$ cat src/verilog/sasc_pkg.sv
// Shared constants and types for the converter sequencer control block
package sasc_pkg;

  // ==========================================================================
  // Geometry
  localparam int SASC_CHANNELS    = 8;
  localparam int SASC_CH_W        = 3;
  localparam int SASC_RES_W       = 12;
  localparam int SASC_SAMP_W      = 8;

  // ==========================================================================
  // Timing: converter clock is the system clock divided by SASC_DIV
  localparam int SASC_CLK_MHZ_X10 = 1000;       // 100.0 MHz
  localparam int SASC_MAX_MHZ_X10 = 145;        // 14.5 MHz converter ceiling
  localparam int SASC_CONV_CLKS   = 18;         // Least converter clocks per conversion
  // Divider so the converter clock never exceeds its ceiling (rounds up)
  localparam int SASC_DIV         = (SASC_CLK_MHZ_X10 + SASC_MAX_MHZ_X10 - 1) / SASC_MAX_MHZ_X10;
  localparam logic [7:0] SASC_DIV_LAST = 8'(SASC_DIV - 1);
  localparam logic [7:0] SASC_CONV_LAST = 8'(SASC_CONV_CLKS - 1);

  // ==========================================================================
  // Reference selection field
  localparam logic [1:0] SASC_REF_VDD     = 2'h0;
  localparam logic [1:0] SASC_REF_VDD_HLF = 2'h1;
  localparam logic [1:0] SASC_REF_BANDGAP = 2'h2;  // Nominal 1.024 V
  localparam logic [1:0] SASC_REF_EXT     = 2'h3;

  // Sequencer states
  typedef enum logic [1:0] {SASC_IDLE, SASC_SAMPLE, SASC_CONVERT} sasc_state_t;

  // Result word carried through the buffer
  typedef struct packed {
    logic [SASC_CH_W-1:0]  chan;
    logic [SASC_RES_W-1:0] value;
    logic                  range_err;
    logic                  scan_end;
  } sasc_result_t;

  // Analog front-end control
  typedef struct packed {
    logic [SASC_CH_W-1:0] chan;
    logic                 temp_sel;
    logic [1:0]           ref_sel;
    logic                 hold;
    logic                 convert;
  } sasc_afe_t;

endpackage

$ cat src/verilog/sasc_skid.sv
// Two-entry buffer with valid/ready on both sides
`timescale 1ns/10ps
module sasc_skid
  import sasc_pkg::*;
#(
  parameter int WIDTH = 17
) (
  // Clock and reset
  input  wire logic             clock,
  input  wire logic             rst,
  // Fill side
  input  wire logic             in_valid,
  output logic                  in_ready,
  input  wire logic [WIDTH-1:0] in_data,
  // Drain side
  output logic                  out_valid,
  input  wire logic             out_ready,
  output logic [WIDTH-1:0]      out_data
);

  logic [WIDTH-1:0] mem_reg [2];
  logic             wr_ptr_reg;
  logic             rd_ptr_reg;
  logic [1:0]       count_reg;
  logic             push;
  logic             pop;

  // ==========================================================================
  // Handshakes
  assign in_ready  = (count_reg != 2'h2);
  assign out_valid = (count_reg != 2'h0);
  assign out_data  = mem_reg[rd_ptr_reg];
  assign push      = in_valid && in_ready;
  assign pop       = out_valid && out_ready;

  // Storage
  always_ff @(posedge clock) begin
    if (push) begin
      mem_reg[wr_ptr_reg] <= in_data;
    end
  end

  // Pointers and occupancy
  always_ff @(posedge clock or posedge rst) begin
    if (rst) begin
      wr_ptr_reg <= 1'b0;
      rd_ptr_reg <= 1'b0;
      count_reg  <= 2'h0;
    end else begin
      if (push) wr_ptr_reg <= ~wr_ptr_reg;
      if (pop) rd_ptr_reg <= ~rd_ptr_reg;
      count_reg <= 2'(count_reg + {1'b0, push} - {1'b0, pop});
    end
  end

  a_no_overfill: assert property (@(posedge clock) disable iff (rst) count_reg <= 2'h2)
    else $error("buffer holds more than two words");

endmodule

$ cat src/verilog/sasc_core.sv
// Sequencer and control for a 12-bit eight-channel successive-approximation converter
`timescale 1ns/10ps
module sasc_core
  import sasc_pkg::*;
#(
  parameter int NCH   = SASC_CHANNELS,
  parameter int RES_W = SASC_RES_W,
  parameter int SAM_W = SASC_SAMP_W
) (
  // Clock and reset
  input  wire logic                        clock,
  input  wire logic                        rst,
  // Configuration
  input  wire logic                        enable,
  input  wire logic                        deep_sleep,
  input  wire logic                        fw_mode,
  input  wire logic [NCH-1:0]              chan_en,
  input  wire logic [SASC_CH_W-1:0]        fw_chan,
  input  wire logic                        fw_start,
  input  wire logic                        temp_sel,
  input  wire logic [1:0]                  ref_sel,
  input  wire logic [NCH*SAM_W-1:0]        samp_time,
  input  wire logic [RES_W-1:0]            limit_low,
  input  wire logic [RES_W-1:0]            limit_high,
  input  wire logic                        range_clear,
  input  wire logic [SASC_CH_W-1:0]        rd_chan,
  // Converter core
  output sasc_afe_t                        afe,
  input  wire logic                        conv_done,
  input  wire logic [RES_W-1:0]            conv_data,
  // Result stream
  output logic                             res_valid,
  input  wire logic                        res_ready,
  output sasc_result_t                     res_data,
  // Status
  output logic [RES_W-1:0]                 rd_value,
  output logic                             range_flag,
  output logic                             scan_done,
  output logic                             busy
);

  sasc_state_t           state_reg;
  logic [SASC_CH_W-1:0]  chan_reg;
  logic [7:0]            div_reg;
  logic [SAM_W+7:0]      cnt_reg;
  logic                  tick;
  logic                  active;
  logic [RES_W-1:0]      chres_reg [NCH];
  logic [RES_W-1:0]      rd_value_reg;
  logic                  range_reg;
  logic                  scan_done_reg;
  sasc_afe_t             afe_reg;
  logic                  hit_range;
  logic                  last_ch;
  logic [SASC_CH_W-1:0]  next_ch;
  logic [SASC_CH_W-1:0]  first_ch;
  logic                  buf_ready;
  logic                  buf_valid;
  sasc_result_t          buf_data;
  logic                  stage_load;

  // ==========================================================================
  // Converter clock enable derived by division, never above ceiling
  assign tick   = (div_reg == SASC_DIV_LAST);
  assign active = enable && !deep_sleep;

  always_ff @(posedge clock or posedge rst) begin
    if (rst) begin
      div_reg <= 8'h00;
    end else begin
      div_reg <= tick ? 8'h00 : 8'(div_reg + 8'h01);
    end
  end

  // ==========================================================================
  // Channel walk: next enabled above current, and lowest enabled
  always_comb begin
    first_ch = '0;
    next_ch  = '0;
    last_ch  = 1'b1;
    for (int i = NCH - 1; i >= 0; i--) begin
      if (chan_en[i]) first_ch = SASC_CH_W'(i);
    end
    for (int i = NCH - 1; i >= 0; i--) begin
      if (chan_en[i] && SASC_CH_W'(i) > chan_reg) begin
        next_ch = SASC_CH_W'(i);
        last_ch = 1'b0;
      end
    end
  end

  // Strict comparison; limit values themselves are in range
  assign hit_range = (conv_data < limit_low) || (conv_data > limit_high);

  // ==========================================================================
  // Sequencer state machine; sample counts in converter clocks
  always_ff @(posedge clock or posedge rst) begin
    if (rst) begin
      state_reg <= SASC_IDLE;
      chan_reg  <= '0;
      cnt_reg   <= '0;
    end else if (!active) begin
      state_reg <= SASC_IDLE;
    end else if (tick) begin
      unique case (state_reg)
        SASC_IDLE: begin
          if (fw_mode && fw_start) begin
            chan_reg  <= fw_chan;
            state_reg <= SASC_SAMPLE;
            cnt_reg   <= '0;
          end else if (!fw_mode && chan_en != '0) begin
            chan_reg  <= first_ch;
            state_reg <= SASC_SAMPLE;
            cnt_reg   <= '0;
          end
        end
        SASC_SAMPLE: begin
          // Per-channel aperture, at least one clock
          if (cnt_reg >= (SAM_W+8)'(samp_time[chan_reg*SAM_W +: SAM_W])) begin
            state_reg <= SASC_CONVERT;
            cnt_reg   <= '0;
          end else begin
            cnt_reg <= (SAM_W+8)'(cnt_reg + 1'b1);
          end
        end
        SASC_CONVERT: begin
          if (cnt_reg < (SAM_W+8)'(SASC_CONV_LAST)) begin
            cnt_reg <= (SAM_W+8)'(cnt_reg + 1'b1);
          end else if (conv_done && buf_ready) begin
            // In scan mode go straight to the next sample with no idle slot; firmware mode returns to idle
            cnt_reg <= '0;
            if (fw_mode) begin
              state_reg <= SASC_IDLE;
            end else begin
              chan_reg  <= last_ch ? first_ch : next_ch;
              state_reg <= (chan_en == '0) ? SASC_IDLE : SASC_SAMPLE;
            end
          end
        end
        default: state_reg <= SASC_IDLE;
      endcase
    end
  end

  logic finish;
  assign finish = active && tick && state_reg == SASC_CONVERT &&
                  cnt_reg >= (SAM_W+8)'(SASC_CONV_LAST) && conv_done && buf_ready;

  // ==========================================================================
  // Per-channel result store
  always_ff @(posedge clock) begin
    if (finish) chres_reg[chan_reg] <= conv_data;
    rd_value_reg <= chres_reg[rd_chan];
  end

  // Sticky range flag; a new hit wins over a clear
  always_ff @(posedge clock or posedge rst) begin
    if (rst) begin
      range_reg     <= 1'b0;
      scan_done_reg <= 1'b0;
    end else begin
      range_reg     <= (finish && hit_range) || (range_reg && !range_clear);
      scan_done_reg <= finish && !fw_mode && last_ch;
    end
  end

  // Front-end drive, registered
  always_ff @(posedge clock or posedge rst) begin
    if (rst) begin
      afe_reg <= '0;
    end else begin
      afe_reg.chan     <= chan_reg;
      afe_reg.temp_sel <= temp_sel;
      afe_reg.ref_sel  <= ref_sel;
      afe_reg.hold     <= active && state_reg == SASC_CONVERT;
      afe_reg.convert  <= active && state_reg == SASC_CONVERT;
    end
  end

  // ==========================================================================
  // Result buffer toward the reader
  sasc_skid #(.WIDTH($bits(sasc_result_t))) u_buf (
    .clock     (clock),
    .rst       (rst),
    .in_valid  (finish),
    .in_ready  (buf_ready),
    .in_data   ({chan_reg, conv_data, hit_range, !fw_mode && last_ch}),
    .out_valid (buf_valid),
    .out_ready (stage_load),
    .out_data  (buf_data)
  );

  // The buffer pops exactly when the output stage loads, so no word is repeated or lost
  assign stage_load = !res_valid || res_ready;

  // Output stage register keeps outputs straight from flops
  always_ff @(posedge clock or posedge rst) begin
    if (rst) begin
      res_valid <= 1'b0;
      res_data  <= '0;
    end else if (stage_load) begin
      res_valid <= buf_valid;
      res_data  <= buf_data;
    end
  end

  assign afe        = afe_reg;
  assign rd_value   = rd_value_reg;
  assign range_flag = range_reg;
  assign scan_done  = scan_done_reg;
  assign busy       = afe_reg.convert;

  // ==========================================================================
  // Checks
  a_range_sets: assert property (@(posedge clock) disable iff (rst)
    finish && hit_range |=> range_flag) else $error("range hit not flagged");
  a_range_strict: assert property (@(posedge clock) disable iff (rst)
    finish && conv_data == limit_low && limit_low <= limit_high && !range_reg |=> !range_flag)
    else $error("limit value flagged");
  a_range_sticky: assert property (@(posedge clock) disable iff (rst)
    range_flag && !range_clear && !finish |=> range_flag) else $error("flag lost");
  a_sleep_idle: assert property (@(posedge clock) disable iff (rst)
    deep_sleep |=> state_reg == SASC_IDLE) else $error("active in deep sleep");
  a_conv_length: assert property (@(posedge clock) disable iff (rst)
    $rose(state_reg == SASC_CONVERT) |-> !finish [*8]) else $error("conversion too short");
  a_scan_wrap: assert property (@(posedge clock) disable iff (rst)
    finish && !fw_mode && last_ch && chan_en != '0 |=> chan_reg == $past(first_ch))
    else $error("scan did not restart");
  a_no_gap: assert property (@(posedge clock) disable iff (rst)
    finish && !fw_mode && chan_en != '0 && active |=> state_reg == SASC_SAMPLE)
    else $error("idle slot between channels");
  a_fw_chan: assert property (@(posedge clock) disable iff (rst)
    active && tick && state_reg == SASC_IDLE && fw_mode && fw_start |=> chan_reg == $past(fw_chan))
    else $error("firmware channel not taken");

endmodule

$ cat config.mk
export PLATFORM = sky130hd
export DESIGN_NAME = sasc_core
export DESIGN_NICKNAME = d
export VERILOG_FILES = /design/src/verilog/sasc_pkg.sv /design/src/verilog/sasc_skid.sv /design/src/verilog/sasc_core.sv
export SDC_FILE = /design/constraint.sdc
export NUM_CORES = 1
export LEC_CHECK = 0
export BUFFER_PORTS_ARGS = -buffer_cell sky130_fd_sc_hd__buf_4
export CELL_PAD_IN_SITES_DETAIL_PLACEMENT = 1
export CELL_PAD_IN_SITES_GLOBAL_PLACEMENT = 2
export CORE_ASPECT_RATIO = 1.4
export CORE_UTILIZATION = 43
export CTS_BUF_LIST = sky130_fd_sc_hd__clkbuf_2
export DETAILED_ROUTE_END_ITERATION = 10
export GPL_ROUTABILITY_DRIVEN = 0
export PLACE_DENSITY_LB_ADDON = 0.15
export SETUP_SLACK_MARGIN = 0.05
export SLEW_MARGIN = 25
export SYNTH_ARGS = -nofsm -noshare
export SYNTH_HDL_FRONTEND = slang
export SYNTH_HIERARCHICAL = 1
export SYNTH_SLANG_ARGS = --single-unit
$ cat constraint.sdc
create_clock -name clock -period 7.45 [get_ports clock]
set_input_delay 1.49 -clock clock [delete_from_list [all_inputs] [get_ports clock]]
set_output_delay 1.49 -clock clock [all_outputs]
set_load 0.03 [all_outputs]
-- Yosys cells after proc, flatten, opt, wreduce, memory -nomap -nowiden
Memory sizes are Yosys's and may differ from the RTL's. A register that Yosys moved wholly into a read port is not among the register bits.
Cells that the tools add are included.
- memories kept: 2
- output and inout bits: 41
- bits in writable memories: 130
- bits of input ports: 126
- latch bits: 0
- bits in registers: 43
- memory bits (read-only): 0
- memories (memory ; depth ; bits a word ; read ports ; clocked after Yosys merged registers in ; wr ports ; line ; text):
    chres_reg ; 8 ; 12 ; 1 ; 1 ; 1 ; sasc_core.sv:48 ; logic [RES_W-1:0] chres_reg [NCH];
    u_buf.mem_reg ; 2 ; 17 ; 1 ; 1 ; 1 ; sasc_skid.sv:21 ; logic [WIDTH-1:0] mem_reg [2];
- reduce and logical (&&, ||, !) cells: 41
- $lt $le $gt $ge: 13
- equal/unequal tests: 14
- divide/modulo/power cells: 0
- $add $sub $neg: 4
- multiplexer cells: 52
- shift operators: 1
- multiply operators: 0
- bitwise logic cells: 2
- operator list (cell ; count):
    two-way mux 16 bit ; 5
    two-way mux 3 bit ; 22
    indexed part select 64 x 7 -> 8 bit ; 1
    one-hot mux 16 bit (3 select lines) ; 1
    logical AND 1 bit ; 25
    adder 16 x 1 -> 16 bit, second input constant ; 1
    >= comparator 16 x 5 -> 1 bit, second input constant ; 1
    >= comparator 16 x 8 -> 1 bit ; 1
    less-than comparator 16 x 5 -> 1 bit, second input constant ; 1
    != test 3 bit, second input constant ; 5
    two-way mux 1 bit ; 14
    two-way mux 2 bit ; 7
    > comparator 12 bit ; 1
    > comparator 3 bit, first input constant ; 4
    less-than comparator 12 bit ; 1
    != test 2 bit, second input constant ; 5
    AND reduction 5 bit ; 2
    adder 8 x 1 -> 8 bit, second input constant ; 1
    equality test 8 x 3 -> 1 bit, second input constant ; 1
    logical NOT 8 bit ; 1
    two-way mux 8 bit ; 1
    nonzero test 8 bit ; 1
    AND reduction 7 bit ; 1
    > comparator 1 x 3 -> 1 bit, first input constant ; 2
    other kinds (14) ; 22

-- Depth between registers and ports, before layout
Gate-level depths: netlist (run 1).
- word-level depth: 15
- gate-level depth with buffers: 15
- gate-level depth less buffers: 13

-- By module
Netlist (run 1), hierarchy kept.
- modules (own cells, without submodules) (module ; times used ; cells an instance ; area an instance (µm²)):
    sasc_core ; 1 ; 588 ; 7982.7
    sasc_skid ; 1 ; 71 ; 1437.6

-- Least setup slack after synthesis (run 1)
OpenSTA, ideal clock, no wires.
- path kind: input port to flip-flop
- start point: in deep_sleep
- end point: mem chres_reg[0][0] in the netlist's numbering, enable pin
- stages on the path: 5
- arrival: 3496 ps
- library setup time: 412 ps
- path slack: 3541 ps
- cells stage by stage: nand2b_1 > nor3_1 > nand4_1 > a21o_1 > nor4_1
- cells in the longest elaborated chain, start to end: 9
- RTL lines (element ; line ; text):
    from (decl) ; sasc_core.sv:15 ; input wire logic deep_sleep,
    logical NOT 1 bit ; sasc_core.sv:65 ; assign active = enable && !deep_sleep;
    logical AND 1 bit ; sasc_core.sv:65 ;
    logical AND 1 bit (3 in a row) ; sasc_core.sv:146 ; assign finish = active && tick && state_reg == SASC_CONVERT &&
    logical AND 1 bit (2 in a row) ; sasc_core.sv:147 ; cnt_reg >= (SAM_W+8)'(SASC_CONV_LAST) && conv_done && buf_ready;
    two-way mux 1 bit ; sasc_core.sv:152 ; if (finish) chres_reg[chan_reg] <= conv_data;
    two-way mux 1 bit (not written as such) ; sasc_core.sv:152 ;
    to (decl) ; sasc_core.sv:48 ;
No other way between the ends.

-- Final worst setup path (run 1)
- start point: reg chan_reg[0]
- end point: reg cnt_reg[7]
- cells in the longest elaborated chain, start to end: 4
- RTL lines (element ; line ; text):
    from (decl) ; sasc_core.sv:43 ; logic [SASC_CH_W-1:0] chan_reg;
    from (signal assigned) ; sasc_core.sv:108 ; chan_reg <= fw_chan;
    from (signal assigned) ; sasc_core.sv:112 ; chan_reg <= first_ch;
    from (signal assigned) ; sasc_core.sv:135 ; chan_reg <= last_ch ? first_ch : next_ch;
    indexed part select 64 x 7 -> 8 bit ; sasc_core.sv:119 ; if (cnt_reg >= (SAM_W+8)'(samp_time[chan_reg*SAM_W +: SAM_W])) begin
    >= comparator 16 x 8 -> 1 bit ; sasc_core.sv:119 ;
    two-way mux 16 bit ; sasc_core.sv:119 ;
    one-hot mux 16 bit (3 select lines) ; sasc_core.sv:105 ; unique case (state_reg)
    to (signal assigned) ; sasc_core.sv:123 ; cnt_reg <= (SAM_W+8)'(cnt_reg + 1'b1);
    to (signal assigned) ; sasc_core.sv:128 ; cnt_reg <= (SAM_W+8)'(cnt_reg + 1'b1);
    to (decl) ; sasc_core.sv:45 ; logic [SAM_W+7:0] cnt_reg;
No other way between the ends.
A chain may end at the register's enable or synchronous reset.

==> results of run 1 <==
==> stage by stage <==
| stage | instances | utilization |
|---|---|---|
| floorplan | 659 | - |
| detailed placement | 1098 | 0.514 |
| finish | 1188 | 0.537 |
| CTS | 1187 | 0.536 |
| global placement | 1098 | 0.514 |
| global route | 1188 | 0.537 |
==> layer usage <==
metal	routed length [um]	share of wire	global-route usage	up-vias
met3	1190	0.050	0.0408	35
met2	13200	0.56	0.425	195
met4	494	0.021	0.0744	0
li1	-	-	-	2933
met1	8740	0.37	0.236	3148
met5	0	0	0	-
==> kinds of logic (layout without fill, tap and decap cells) <==
| family | after synthesis | after routing | share of synthesized area |
|---|---|---|---|
| mux | 93 | 93 | 0.148 |
| buf+inv | 69 | 305 | 0.0308 |
| fa+ha+maj | 43 | 43 | 0.0571 |
| simple gates | 149 | 149 | 0.0818 |
| compound gates | 93 | 93 | 0.0738 |
| other cells | 0 | 1 | 0 |
| xor+xnor | 10 | 10 | 0.00930 |
| flops | 202 | 202 | 0.599 |
==> area by class of cell <==
cell class,instances,share of cell area
antenna,1,0.000218
clock buffer,72,0.0314
clock inverter,17,0.00895
inverter,41,0.0134
multi-input combinational,388,0.307
sequential,202,0.493
tap,292,0.0319
timing repair buffer,175,0.115
==> worst max-delay path: stages, from the launching register on <==
cell and delay, ns:
dfrtp_1 0.46, buf_4 0.24, inv_2 0.20, nor2_1 0.18, a221oi_1 0.33, a21oi_1 0.07, nor3_1 0.38, ha_1 0.31
o211ai_1 0.08, a21oi_1 0.06, o41ai_1 0.47, a31oi_2 0.28, or2_0 0.46, o31ai_2 0.31
==> path summary, 6_finish.rpt <==
kind | to | from | slack [ns]
worst max-delay path | cnt_reg[7] | chan_reg[0] | 3.55
worst min-delay path | u_buf/wr_ptr_reg | u_buf/wr_ptr_reg | 0.50
worst max register to register | cnt_reg[7] | chan_reg[0] | 3.55
worst min register to register | u_buf/wr_ptr_reg | u_buf/wr_ptr_reg | 0.50
max in group asynchronous | chan_reg[1] | rst | 5.85
min in group asynchronous | afe[4] | rst | 0.64
==> power by group through the flow <==
stage               Clock [mW]  Sequential (mW)  Combinational, mW
finish                   0.736             1.22              0.260
global route             0.809             1.22              0.289
CTS                      0.763             1.22              0.268
detailed placement           0             1.25              0.266
floorplan                    0             1.25              0.136
global placement             0             1.24              0.259
==> layout by cell type (no fill, tap or decap), types with 3 or more instances in the layout <==
master / synthesis / final
buf_4: 2 / 175
edfxtp_1: 130 / 130
clkbuf_2: 0 / 72
dfrtp_1: 60 / 59
mux2_2: 49 / 49
ha_1: 43 / 43
inv_1: 40 / 39
nor2_1: 34 / 34
mux4_2: 32 / 32
nand2_1: 31 / 31
a21oi_1: 19 / 19
nand3_1: 16 / 16
mux2i_1: 12 / 12
dfxtp_1: 12 / 12
nand2b_1: 11 / 11
and3_1: 11 / 11
clkinv_1: 0 / 11
o21ai_0: 10 / 10
nor3_1: 9 / 9
nor2b_1: 8 / 8
xnor2_1: 8 / 8
a2bb2oi_1: 7 / 7
a31oi_1: 6 / 6
a211oi_1: 6 / 6
a221oi_1: 5 / 5
nand4_1: 5 / 5
nor4_1: 5 / 4
o211ai_1: 4 / 4
o41ai_1: 4 / 4
a22o_1: 3 / 3
a21o_1: 3 / 3
o31ai_1: 3 / 3
o21ai_1: 3 / 3
o31ai_2: 3 / 3
clkinv_2: 0 / 3
==> results_dict.tcl, run 1 <==
set metrics [dict create \
    outcome "finished clean" \
    post_cts_buffers 0 \
    overflow 0 \
    start_kind "flip-flop" \
    synth_flop_cell "edfxtp_1" \
    async_flop_share 0.297 \
    slew_headroom 0.365 \
    core_area_sq_um 21400 \
    skew_ns 0.0830 \
    leakagePower_nw 4.76 \
    swShare 0.266 \
    nets 1025 \
    drtAntennaViolNets 0 \
    setup_viol 0 \
    syn_inst 659 \
    die_h_um 177 \
    dieWidth_um 127 \
    clock-root-buffer "clkbuf_2" \
    stdcell_area_sq_um 11500 \
    pwr-share-clk 0.332 \
    yosysTopAreaCell "edfxtp_1" \
    ys_types 66 \
    clk_pin_slew_worst_paths_ns 0.13 \
    io_buffers 166 \
    worstPathRequired_ns 8.11 \
    synth_fp_nets 828 \
    grt_max_degree 51 \
    tritoncts "yes" \
    antenna_found_initial 1 \
    p_sw_uw 589 \
    fillers 2181 \
    start_util 0.441 \
    ys_ff_latch 202 \
    whs_ns 0.496 \
    seq_area_frac_synth 0.599 \
    netlist_area_sq_um 9420 \
    drv_slew 0 \
    tightest_slew_ns 0.952 \
    grt_pass1_vias 7103 \
    path_class "flip-flop to flip-flop" \
    place_ws_ns 3.00 \
    critPathMaxFanout 16 \
    clock_latency_ns 0.79 \
    route.detailed.drc 0 \
    hold_class "flip-flop to flip-flop" \
    drive_gt1_frac 0.394 \
    hold_depth 1 \
    synthToLayoutAreaGrowth_pct 21.7 \
    fp.dieArea_sq_um 22500 \
    synth_top_area_frac 0.414 \
    place.detailed.hpwl_um 17300 \
    placed_area_sq_um 11000 \
    r2r_cells 13 \
    grt_setup_unrepaired "false" \
    multiInputGateArea_sq_um 3510 \
    cts_hold_buf 0 \
    internal-power_mw 1.63 \
    rows 63 \
    setup-tns-final_ns 0 \
    power.density_nw_per_um2 193 \
    numCtsBuffers 48 \
    pin_count 167 \
    synth_most_common_cell "edfxtp_1" \
    final_hold_viol_count 0 \
    grt_pass1_wl_um 37500 \
    cts_resized 0 \
    vias 6311 \
    worstPathArrival_ns 4.56 \
    period_share 0.524 \
    ff_latch_area_sq_um 5650 \
    max-vdd-ir-drop_v 0.0000808 \
    drv_cap 0 \
    largest_reg_flops 96 \
    grt_use_total 0.219 \
    cts_sinks 202 \
    finalPower_mw 2.22 \
    yosys-top-cells-count "edfxtp_1 (130), dfrtp_1 (60), mux2_2 (49)" \
    p_comb_frac 0.117 \
    seqPwrFrac 0.551 \
    clockBufferDepth 3 \
    fmax_mhz 256 \
    avgSynthCellArea_sq_um 14.3 \
    drtPass1Iterations 4 \
    htreeDepth 2 \
    netlist_top_cells_area "edfxtp_1 (41%), dfrtp_1 (16%), mux4_2 (7.7%), mux2_2 (5.9%), ha_1 (5.7%)" \
    wl_per_cell_um 19.9 \
    wl_um 23600 \
    setup_ws_ns 3.55 \
    drt-initial-drc-count 184 \
    synth_edf_count 130 \
    fin_crit_ns 3.90 \
    yosys_warnings 6 \
    via_per_inst 5.31 \
    end_kind "flip-flop" \
]
Power figures use the tool's default switching activity.
==> inputs of run 2 (changes only) <==
--- a/config.mk
+++ b/config.mk
@@ -9,7 +9,7 @@
 export CELL_PAD_IN_SITES_DETAIL_PLACEMENT = 1
 export CELL_PAD_IN_SITES_GLOBAL_PLACEMENT = 2
 export CORE_ASPECT_RATIO = 1.4
-export CORE_UTILIZATION = 43
+export CORE_UTILIZATION = 40
 export CTS_BUF_LIST = sky130_fd_sc_hd__clkbuf_2
 export DETAILED_ROUTE_END_ITERATION = 10
 export GPL_ROUTABILITY_DRIVEN = 0
==> constraint.sdc (replaced) <==
create_clock -name clock -period 4.08 [get_ports clock]
set_input_delay 0.816 -clock clock [delete_from_list [all_inputs] [get_ports clock]]
set_output_delay 0.816 -clock clock [all_outputs]
set_load 0.03 [all_outputs]
==> run 2 against run 1 <==
  * Cell area grew 0.66%
  * First-iteration DRC count grew 17%
  * Flip-flop and latch count is the same
  * Die area grew 7.4%
  * Wire length grew 3.2%
  * Hold slack lost 0.31 ns
  * Global-route usage shrank 1.2 points
  * Largest cell class unchanged
  * Highest routed layer unchanged
==> results_dict.tcl, run 2 (same netlist as run 1, synthesis figures left out) <==
set metrics [dict create \
    clockBufferDepth 3 \
    fp.dieArea_sq_um 24200 \
    grt_pass1_vias 7348 \
    drv_cap 0 \
    largest_reg_flops 96 \
    end_kind "flip-flop" \
    nets 1034 \
    placed_cells 1120 \
    r2r-start "chan_reg[2]" \
    place.detailed.hpwl_um 17700 \
    drv_slew 0 \
    drtPass1Iterations 4 \
    setup_viol 0 \
    grt_setup_unrepaired "false" \
    route.detailed.drc 0 \
    core_area_sq_um 23200 \
    fmax_mhz 277 \
    post_cts_buffers 0 \
    hold_class "input pin to flip-flop" \
    worstPathRequired_ns 4.72 \
    wl_um 24400 \
    max-vdd-ir-drop_v 0.000197 \
    tightest_slew_ns 0.943 \
    grt_use_total 0.207 \
    layout_common_cells "buf_4 (183), edfxtp_1 (130), clkbuf_2 (69), dfrtp_1 (59), mux2_2 (49)" \
    htreeDepth 2 \
    drtAntennaViolNets 0 \
    vias 6409 \
    outcome "finished clean" \
    io_buffers 166 \
    clk_pin_slew_worst_paths_ns 0.12 \
    period_share 0.884 \
    cts_sinks 202 \
    worstSetupStartpoint "chan_reg[2]" \
    instances_no_fill 1210 \
    fin_util 0.497 \
    grt_pass1_wl_um 38500 \
    start_kind "flip-flop" \
    drt-initial-drc-count 215 \
    final_hold_viol_count 0 \
    place_ws_ns 0.327 \
    clock_latency_ns 0.81 \
    worstPathArrival_ns 4.25 \
    power.density_nw_per_um2 353 \
    skew_ns 0.0900 \
    wl_per_cell_um 20.2 \
    dieWidth_um 132 \
    rows 66 \
    layout.cells.most_common "buf_4" \
    whs_ns 0.182 \
    path_class "flip-flop to flip-flop" \
    fin_crit_ns 3.61 \
    grt_max_degree 38 \
    overflow 0 \
    slew_headroom 0.372 \
    setup_ws_ns 0.471 \
    via_per_inst 5.30 \
    leakagePower_nw 4.80 \
    clock-root-buffer "clkbuf_2" \
    tritoncts "yes" \
    antenna_found_initial 1 \
    die_h_um 184 \
    synthToLayoutAreaGrowth_pct 22.5 \
    drive_gt1_frac 0.398 \
    setup-tns-final_ns 0 \
    critPathMaxFanout 17 \
    hp-start "ref_sel[1]" \
    numCtsBuffers 48 \
    start_util 0.406 \
    pin_count 167 \
]
[run 2: worst max-delay path: stages (launching register included)]
cell      delay [ns]
dfrtp_1         0.63
buf_4           0.31
nor2_1          0.07
a31oi_1         0.15
nor2_1          0.05
a221oi_1        0.26
ha_1            0.29
o211ai_1        0.15
a21oi_1         0.06
o41ai_1         0.47
a31oi_2         0.29
or2_0           0.45
o31ai_1         0.29
[run 2: cell type report]
| type | count | area (sq um) |
|---|---|---|
| flip-flops and latches | 202 | 5650 |
| fillers | 2467 | 11700 |
| multi-input cells | 388 | 3510 |
| repair buffers | 184 | 1380 |
| diodes | 1 | 2.50 |
| clock inverters | 19 | 111 |
| inverters | 41 | 154 |
| clock buffers | 69 | 345 |
| well taps | 306 | 383 |
[run 2: timing repair]
| item | 4_1_cts | 5_1_grt |
|---|---|---|
| hold buffers | 1 | 0 |
| endpoints found under the hold margin | 4 | 0 |
| endpoints found under the setup margin | 0 | 2 |
| resized for setup | 0 | 1 |
[run 2: power breakdown]
group	total, mW	switching (mW)	internal (mW)
logic	0.495	0.254	0.241
clock network	1.35	0.825	0.527
registers	2.23	0.0283	2.20
[run 2: worst paths after layout]
| check | endpoint | slack (ns) | cells past startpoint |
|---|---|---|---|
| setup reg to reg | cnt_reg[3] | 0.47 | 12 |
| min in group asynchronous | u_buf/wr_ptr_reg | 0.52 | 3 |
| hold / removal | afe[3] | 0.18 | 1 |
| max in group asynchronous | chan_reg[1] | 2.42 | 4 |
| hold reg to reg | div_reg[7] | 0.49 | 1 |
| setup / recovery | cnt_reg[3] | 0.47 | 12 |
[run 2: through the flow]
step	cell area [sq um]	power, mW
floorplan	9420	2.53
global placement	11100	2.76
detailed placement	11100	2.77
CTS	11500	4.13
global route	11500	4.26
finish	11500	4.07
[run 2: layer usage]
layer	vias to the layer above	track usage	share of wire
met1	3242	0.210	0.37
met2	181	0.416	0.57
met5	-	0	0
li1	2946	-	-
met4	0	0.0716	0.022
met3	40	0.0380	0.041
